[src/ricc_consts.svh]
`ifndef RICC_CONSTS_SVH
`define RICC_CONSTS_SVH

// ==========================================================
// Register map (word index, byte address is four times it)
`define RICC_CFG_INDEX      8'h2B
`define RICC_CFG_ADDR       8'hAC
`define RICC_STAT_INDEX     8'h30
`define RICC_STAT_ADDR      8'hC0

// ==========================================================
// Configuration fields and reset value
`define RICC_CFG_RESET      8'h01
`define RICC_PREDIV_BIT     7
`define RICC_FIXED8K_BIT    6
`define RICC_PROFILE_HI     5
`define RICC_PROFILE_LO     4
`define RICC_FREQ_HI        3
`define RICC_FREQ_LO        0

// ==========================================================
// Frequency codes
`define RICC_FREQ_8K        4'h0
`define RICC_FREQ_T1E1      4'h1
`define RICC_FREQ_UNUSED    4'hF

// ==========================================================
// Status fields
`define RICC_STAT_PATH_HI   1
`define RICC_STAT_PATH_LO   0
`define RICC_STAT_SONET_BIT 2
`define RICC_STAT_RSVD_BIT  3
`define RICC_PATH_DIRECT    2'h0
`define RICC_PATH_FIXED8K   2'h1
`define RICC_PATH_PREDIV    2'h2

// ==========================================================
// Decoded output reset values
`define RICC_PREDIV_RESET   1'b0
`define RICC_FIXED8K_RESET  1'b0
`define RICC_PROFILE_RESET  2'h0
`define RICC_FREQ_RESET     4'h1
`define RICC_RATE_RESET     1'b0

`endif

[src/ricc_pkg.sv]
package ricc_pkg;

	typedef enum logic [1:0] {
		RICC_BUS_IDLE = 2'b01,
		RICC_BUS_ACK  = 2'b10
	} ricc_bus_state_type;

	typedef logic [7:0] ricc_cfg_type;

endpackage

[src/ricc_top.sv]
// Chosen here: the placing of the registers and the Wishbone register port.
`timescale 1ns/1ps
`include "ricc_consts.svh"
// Behaviour
// - The channel has an 8-bit read-write configuration register that resets to 0x01.
// - Bit 7 at 1 routes the input through the programmable pre-divider to the DPLL and monitor, at 0 directly.
// - Bit 6 at 1 routes the input to the DPLL through the fixed divide-to-8 kHz divider, at 0 directly.
// - Bit 6 is ignored while bit 7 is 1, so only the programmable divider path applies.
// - This channel's leaky-bucket monitor uses its own profile choice, independent of other channels.
// - Bits 5 to 4 pick leaky-bucket profile 0 to 3 and reset to 00.
// - Bits 3 to 0 set the expected input frequency, reset 0001, with 1111 unused.
// - Code 0001 means 1544 kHz or 2048 kHz depending on the SONET/SDH rate select.
module ricc_top (
	input  wire logic        clk_i,
	input  wire logic        rst_i,
	input  wire logic        wb_cyc_i,
	input  wire logic        wb_stb_i,
	input  wire logic        wb_we_i,
	input  wire logic [7:0]  wb_adr_i,
	input  wire logic [3:0]  wb_sel_i,
	input  wire logic [31:0] wb_dat_i,
	output logic      [31:0] wb_dat_o,
	output logic             wb_ack_o,
	input  wire logic        sonet_sdh_rate_select_i,
	output logic             prediv_path_o,
	output logic             fixed_8k_path_o,
	output logic      [1:0]  activity_profile_select_o,
	output logic      [3:0]  freq_code_o,
	output logic             rate_1544_o,
	output logic             rate_2048_o
);
	import ricc_pkg::*;

	// ==========================================================
	// Bus decode
	ricc_bus_state_type state_q;
	ricc_bus_state_type state_d;
	ricc_cfg_type       cfg_q;
	ricc_cfg_type       cfg_d;
	logic [31:0]        rdata_d;
	logic [7:0]         status_w;
	logic [1:0]         path_w;
	logic               req_w;
	logic               hit_cfg_w;
	logic               hit_stat_w;
	logic               cfg_wr_w;
	logic               fixed_eff_w;
	logic               code_t1e1_w;

	assign req_w       = wb_cyc_i && wb_stb_i && (state_q == RICC_BUS_IDLE);
	assign hit_cfg_w   = (wb_adr_i == `RICC_CFG_ADDR);
	assign hit_stat_w  = (wb_adr_i == `RICC_STAT_ADDR);
	assign cfg_wr_w    = req_w && wb_we_i && hit_cfg_w && wb_sel_i[0];

	// Any write value is kept, reserved frequency codes included
	assign cfg_d       = cfg_wr_w ? ricc_cfg_type'(wb_dat_i[7:0]) : cfg_q;

	// A request held through its ack cycle is taken again one cycle later
	always_comb begin
		case (state_q)
			RICC_BUS_IDLE: begin
				state_d = req_w ? RICC_BUS_ACK : RICC_BUS_IDLE;
			end
			default: begin
				state_d = RICC_BUS_IDLE;
			end
		endcase
	end

	// ==========================================================
	// Path and rate decode
	assign fixed_eff_w = cfg_q[`RICC_FIXED8K_BIT] && !cfg_q[`RICC_PREDIV_BIT];
	assign path_w      = cfg_q[`RICC_PREDIV_BIT] ? `RICC_PATH_PREDIV :
	                     (fixed_eff_w ? `RICC_PATH_FIXED8K : `RICC_PATH_DIRECT);
	assign code_t1e1_w = (cfg_q[`RICC_FREQ_HI:`RICC_FREQ_LO] == `RICC_FREQ_T1E1);
	assign status_w    = {4'h0, (cfg_q[`RICC_FREQ_HI:`RICC_FREQ_LO] == `RICC_FREQ_UNUSED),
	                      sonet_sdh_rate_select_i, path_w};

	// Unmapped addresses read zero and ignore writes
	always_comb begin
		if (hit_cfg_w) begin
			rdata_d = {24'h00_0000, cfg_q};
		end else if (hit_stat_w) begin
			rdata_d = {24'h00_0000, status_w};
		end else begin
			rdata_d = 32'h0000_0000;
		end
	end

	// ==========================================================
	// Registers
	always_ff @(posedge clk_i) begin
		if (rst_i) begin
			state_q  <= RICC_BUS_IDLE;
			cfg_q    <= `RICC_CFG_RESET;
			wb_ack_o <= 1'b0;
			wb_dat_o <= 32'h0000_0000;
		end else begin
			state_q  <= state_d;
			cfg_q    <= cfg_d;
			wb_ack_o <= req_w;
			wb_dat_o <= req_w ? rdata_d : 32'h0000_0000;
		end
	end

	always_ff @(posedge clk_i) begin
		if (rst_i) begin
			prediv_path_o             <= `RICC_PREDIV_RESET;
			fixed_8k_path_o           <= `RICC_FIXED8K_RESET;
			activity_profile_select_o <= `RICC_PROFILE_RESET;
			freq_code_o               <= `RICC_FREQ_RESET;
			rate_1544_o               <= `RICC_RATE_RESET;
			rate_2048_o               <= `RICC_RATE_RESET;
		end else begin
			prediv_path_o             <= cfg_q[`RICC_PREDIV_BIT];
			fixed_8k_path_o           <= fixed_eff_w;
			activity_profile_select_o <= cfg_q[`RICC_PROFILE_HI:`RICC_PROFILE_LO];
			freq_code_o               <= cfg_q[`RICC_FREQ_HI:`RICC_FREQ_LO];
			rate_1544_o               <= code_t1e1_w && sonet_sdh_rate_select_i;
			rate_2048_o               <= code_t1e1_w && !sonet_sdh_rate_select_i;
		end
	end
endmodule

[config.mk]
export PLATFORM = sky130hd
export DESIGN_NAME = ricc_top
export DESIGN_NICKNAME = d
export VERILOG_FILES = /design/src/ricc_pkg.sv /design/src/ricc_top.sv
export VERILOG_INCLUDE_DIRS = /design/src /design/src/src
export SDC_FILE = /design/constraint.sdc
export NUM_CORES = 1
export LEC_CHECK = 0
export ABC_AREA = 1
export BUFFER_PORTS_ARGS = -buffer_cell sky130_fd_sc_hd__buf_2
export CAP_MARGIN = 20
export CORE_ASPECT_RATIO = 1.1
export CORE_UTILIZATION = 37
export CTS_CLUSTER_DIAMETER = 30
export CTS_CLUSTER_SIZE = 24
export DETAILED_ROUTE_END_ITERATION = 6
export PLACE_DENSITY = 0.75
export SETUP_SLACK_MARGIN = 0.05
export SLEW_MARGIN = 20
export SYNTH_ARGS = -nofsm -noshare
export SYNTH_HDL_FRONTEND = slang
export SYNTH_SLANG_ARGS = --single-unit
[constraint.sdc]
create_clock -name clk_i -period 1 [get_ports clk_i]
set_clock_uncertainty 0.05 [all_clocks]
set_input_delay 0.2 -clock clk_i [delete_from_list [all_inputs] [get_ports clk_i]]
set_output_delay 0.2 -clock clk_i [all_outputs]
set_load 0.02 [all_outputs]
== Yosys cells after proc, flatten, opt, wreduce, memory -nomap -nowiden ==
Index checks and enable logic that the tools add are counted.

* Equal/unequal tests: 5
* Muxes and demuxes: 5
* Bitwise gates (word level): 2
* Reductions and logical operators: 13

{| class="wikitable"
|+ Operator list
! kind !! count
|-
| equality test 8 bit (second input constant) || 2
|-
| logical AND 1 bit || 8
|-
| two-way mux 8 bit || 1
|-
| equality test 4 x 1 -> 1 bit (second input constant) || 1
|-
| equality test 4 bit (second input constant) || 1
|-
| two-way mux 2 bit || 2
|-
| two-way mux 4 bit || 1
|-
| OR reduction 2 bit || 2
|-
| OR reduction 3 bit || 1
|-
| equality test 2 x 1 -> 1 bit (second input constant) || 1
|-
| zero test 1 bit || 2
|-
| NOT 1 bit || 2
|-
| two-way mux 1 bit || 1
|}

* Flip-flop bits (word level): 53
* Input port bits: 50

== Logic depth before layout (Yosys ltp) ==
* Depth in word-level cells: 6
* Gate-level depth with buffers: 7
* Depth with buffers taken out: 7

== Least setup slack after synthesis ==
No wires, ideal clock.

* Kind: reg2reg
* From: register state_q[0]
* To: register cfg_q[2]
* Setup time: 113 ps
* Data arrival time: 888 ps
* Data required time: 837 ps
* Path slack: -50 ps
* Stages on the path, launching flop included: 8
* Buffers on the path: 0
* Path through: dfxtp_1 inv_1 nor2_4 nand2_1 nor2_4 nand3_1 nand2_1 nor2_1

* Word-level cells in the longest chain between the ends: 5

{| class="wikitable"
|+ Ends and longest elaborated chain
! what !! RTL line !! text
|-
| start: declaration || ricc_top.sv:36 || <nowiki>ricc_bus_state_type state_q;</nowiki>
|-
| start signal: assignment || ricc_top.sv:99 || <nowiki>state_q <= state_d;</nowiki>
|-
| equality test 2 x 1 -> 1 bit || ricc_top.sv:50 || <nowiki>assign req_w = wb_cyc_i && wb_stb_i && (state_q == RICC_BUS_IDLE);</nowiki>
|-
| logical AND 1 bit || ricc_top.sv:50 ||
|-
| logical AND 1 bit (3 in a row) || ricc_top.sv:53 || <nowiki>assign cfg_wr_w = req_w && wb_we_i && hit_cfg_w && wb_sel_i[0];</nowiki>
|-
| end signal: assignment || ricc_top.sv:95 || <nowiki>cfg_q <= `RICC_CFG_RESET;</nowiki>
|-
| end signal: assignment || ricc_top.sv:100 || <nowiki>cfg_q <= cfg_d;</nowiki>
|-
| end: declaration || ricc_top.sv:38 || <nowiki>ricc_cfg_type cfg_q;</nowiki>
|}

No other way between the ends.
A chain may end at the register's enable or synchronous reset.

== Worst setup path in the final report ==
* From: register state_q[0]
* To: register cfg_q[5]

Same word-level chain as after synthesis.

==> key figures <==
Synth
  • Syn avg cell area: 7.72 µm²
  • Mapped Area: ~1300 µm²
  • Yosys reg bits: 29
  • Synth Warn #: 0
  • Post-synthesis cell type count: 20
  • Syn Inst Count: 173
  • Sequential area share after synthesis: 0.435

Timing
  • F_max: 899 MHz
  • Final Hold Viols: 0
  • Final setup fails: 37
  • Max Slew Vio Count: 0
  • Fin crit share: 1.11
  • Tmin final: around 1.1 ns
  • Final hold slack: 0.0285 ns
  • Slack of the critical path: -0.113 ns
  • Setup TNS: -1.83 ns
  • Unrepaired setup endpoints after global routing: true

Placement
  • DP Area: 1550 µm²
  • Placed Instances: 267
  • Final GP Congestion: about 0.8
  • Port Buffer Count: around 40
  • DP HPWL: around 1800 µm

Finish
  • Layout cells sized above 1: 0.419
  • Commonest non-fill, non-tap cells in the layout: nor2_1, nand2_1, conb_1
  • Commonest non-fill, non-tap cell in the layout: nor2_1
  • Post-route cell area: around 1800 µm²
  • Multi-input logic area: 562 µm²
  • Antenna cell count: 0
  • Area grow syn2layout: 36.4%
  • Register area: roughly 600 µm²
  • Non-filler cells, final: roughly 280
  • Filler instances: 317
  • Final #Nets: ~280

Floorplan
  • Die Wd: just under 60 µm
  • Top Ports: 93
  • Die Y: about 65 µm
  • Placement Rows: 22
  • Die ar.: roughly 3900 µm²
  • Core area: about 3400 µm²
  • Initial Utilization: 0.394

GRT
  • Initial antenna violation count: 0
  • First-pass GRT wire length: approximately 3700 µm
  • Vias in the first global route: about 930
  • Largest net degree at the start of global routing: 10
  • Global Route Usage Sum: 0.134
  • Total global routing overflow: 0

Drt
  • Vias post-DR: about 1100
  • DRC: 0
  • Wirelength, routed: 2340 µm
  • Vias per Instance: 3.92
  • ANT nets after route: 0
  • Initial DRC count: 35
  • Wire per inst: between 8 and 9 µm
  • First-pass iteration count of the detailed router: 4

CTS
  • Total CTS buffers: 5
  • H-tree levels: 2
  • Worst-path clk slew: around 0.080 ns
  • CTS tree: yes
  • Root buf cell: clkbuf_4
  • Clock Sinks: 29
  • Clock Latency Late Sink: between 0.3 and 0.4 ns
  • CTS Buffer Depth: 2

Worst setup path
  • Crit. End Element: register
  • WP data arrival: around 1.3 ns
  • Max FO, Critical Path: 7
  • Startpoint Class: register
  • Crit Path Category: reg2reg
  • Critical Path RT: 1.19 ns

Power
  • Worst VDD drop: about 0.9 mV
  • Pwr dens: about 1300 nW/µm²
  • Static Leakage: approximately 0.93 nW

Worst hold path
  • Hold/Removal Path Class: in2reg

Flow run
  • Max-cap violations: 0

Run status
  • Violated checks: setup timing
  • Status: finished with violations
-- cell usage after synthesis, drive strengths merged --
master / instances / area (µm²)
nor2: 41 / 205
conb: 1 / 3.75
nor3: 3 / 15.0
buf: 25 / 191
a21oi: 1 / 5.00
inv: 27 / 106
nand3b: 1 / 20.0
dfxtp: 29 / 581
o21ai: 1 / 5.00
or2: 1 / 6.26
nand2: 31 / 124
nand3: 12 / 72.6
-- stage by stage --
| stage | util | power, mW | worst slack (ns) |
|---|---|---|---|
| 6_report | 0.538 | 2.41 | -0.113 |
| 3_3_place_gp | 0.458 | 1.44 | -0.136 |
| 4_1_cts | 0.529 | 2.42 | -0.127 |
| 3_5_place_dp | 0.458 | 1.44 | -0.184 |
| 2_1_floorplan | - | 1.44 | -0.0225 |
| 5_1_grt | 0.538 | 2.50 | -0.195 |
-- per-layer routing --
metal	vias to the layer above	global-route usage	routed length (µm)
met1	450	0.127	908
met3	5	0.0499	186
met4	0	0.110	78
met2	58	0.225	1170
met5	-	0	0
li1	573	-	-
-- final timing paths --
kind                             startpoint                      endpoint  slack (ns)  cells past startpoint
worst max-delay path             state_q[0]                      cfg_q[5]       -0.11                      7
worst min-delay path            wb_dat_i[0]                      cfg_q[0]        0.03                      3
worst max register to register   state_q[0]                      cfg_q[5]       -0.11                      7
worst min register to register     cfg_q[4]  activity_profile_select_o[0]        0.39                      2
-- power breakdown --
part / internal, mW / switching (mW) / total [mW]
clock network: 0.596 / 0.382 / 0.978
registers: 1.16 / 0.00465 / 1.17
logic: 0.0869 / 0.177 / 0.264
-- sequential cells by signal, indices dropped and copies added, names as in the netlist --
register and count:
wb_ack_o 1, prediv_path_o 1, rate_1544_o 1, state_q 2, cfg_q 8, activity_profile_select_o 2, rate_2048_o 1, freq_code_o 4
wb_dat_o 8, fixed_8k_path_o 1
-- timing repair --
action | CTS | global route
hold endpoints to repair | 1 | 0
resized for setup | 57 | 8
hold buffers | 1 | 0
pin swaps | 1 | 1
endpoints found under the setup margin | 38 | 40
buffers inserted | 0 | 1
-- kinds of logic after synthesis --
logic type	count (synthesis)	synth area share
compound gates	2	0.00749
simple gates	89	0.332
buf+inv	52	0.223
other cells	1	0.00281
flops	29	0.435
-- area by class of cell --
cell class / instances / share of cell area
clock buffers: 7 / 0.0302
clock inverters: 1 / 0.0165
inverters: 27 / 0.0584
multi-input cells: 115 / 0.309
flip-flops and latches: 29 / 0.333
well taps: 48 / 0.0330
repair buffers: 50 / 0.221
-- critical path: stages (launching register included) --
cell and delay [ns]:
dfxtp_2 0.33, inv_2 0.04, nor2_4 0.16, nand2_2 0.09
nor2_4 0.16, nand3_1 0.10, nand2_1 0.07, nor2_1 0.03
Power figures use the tool's default switching activity.
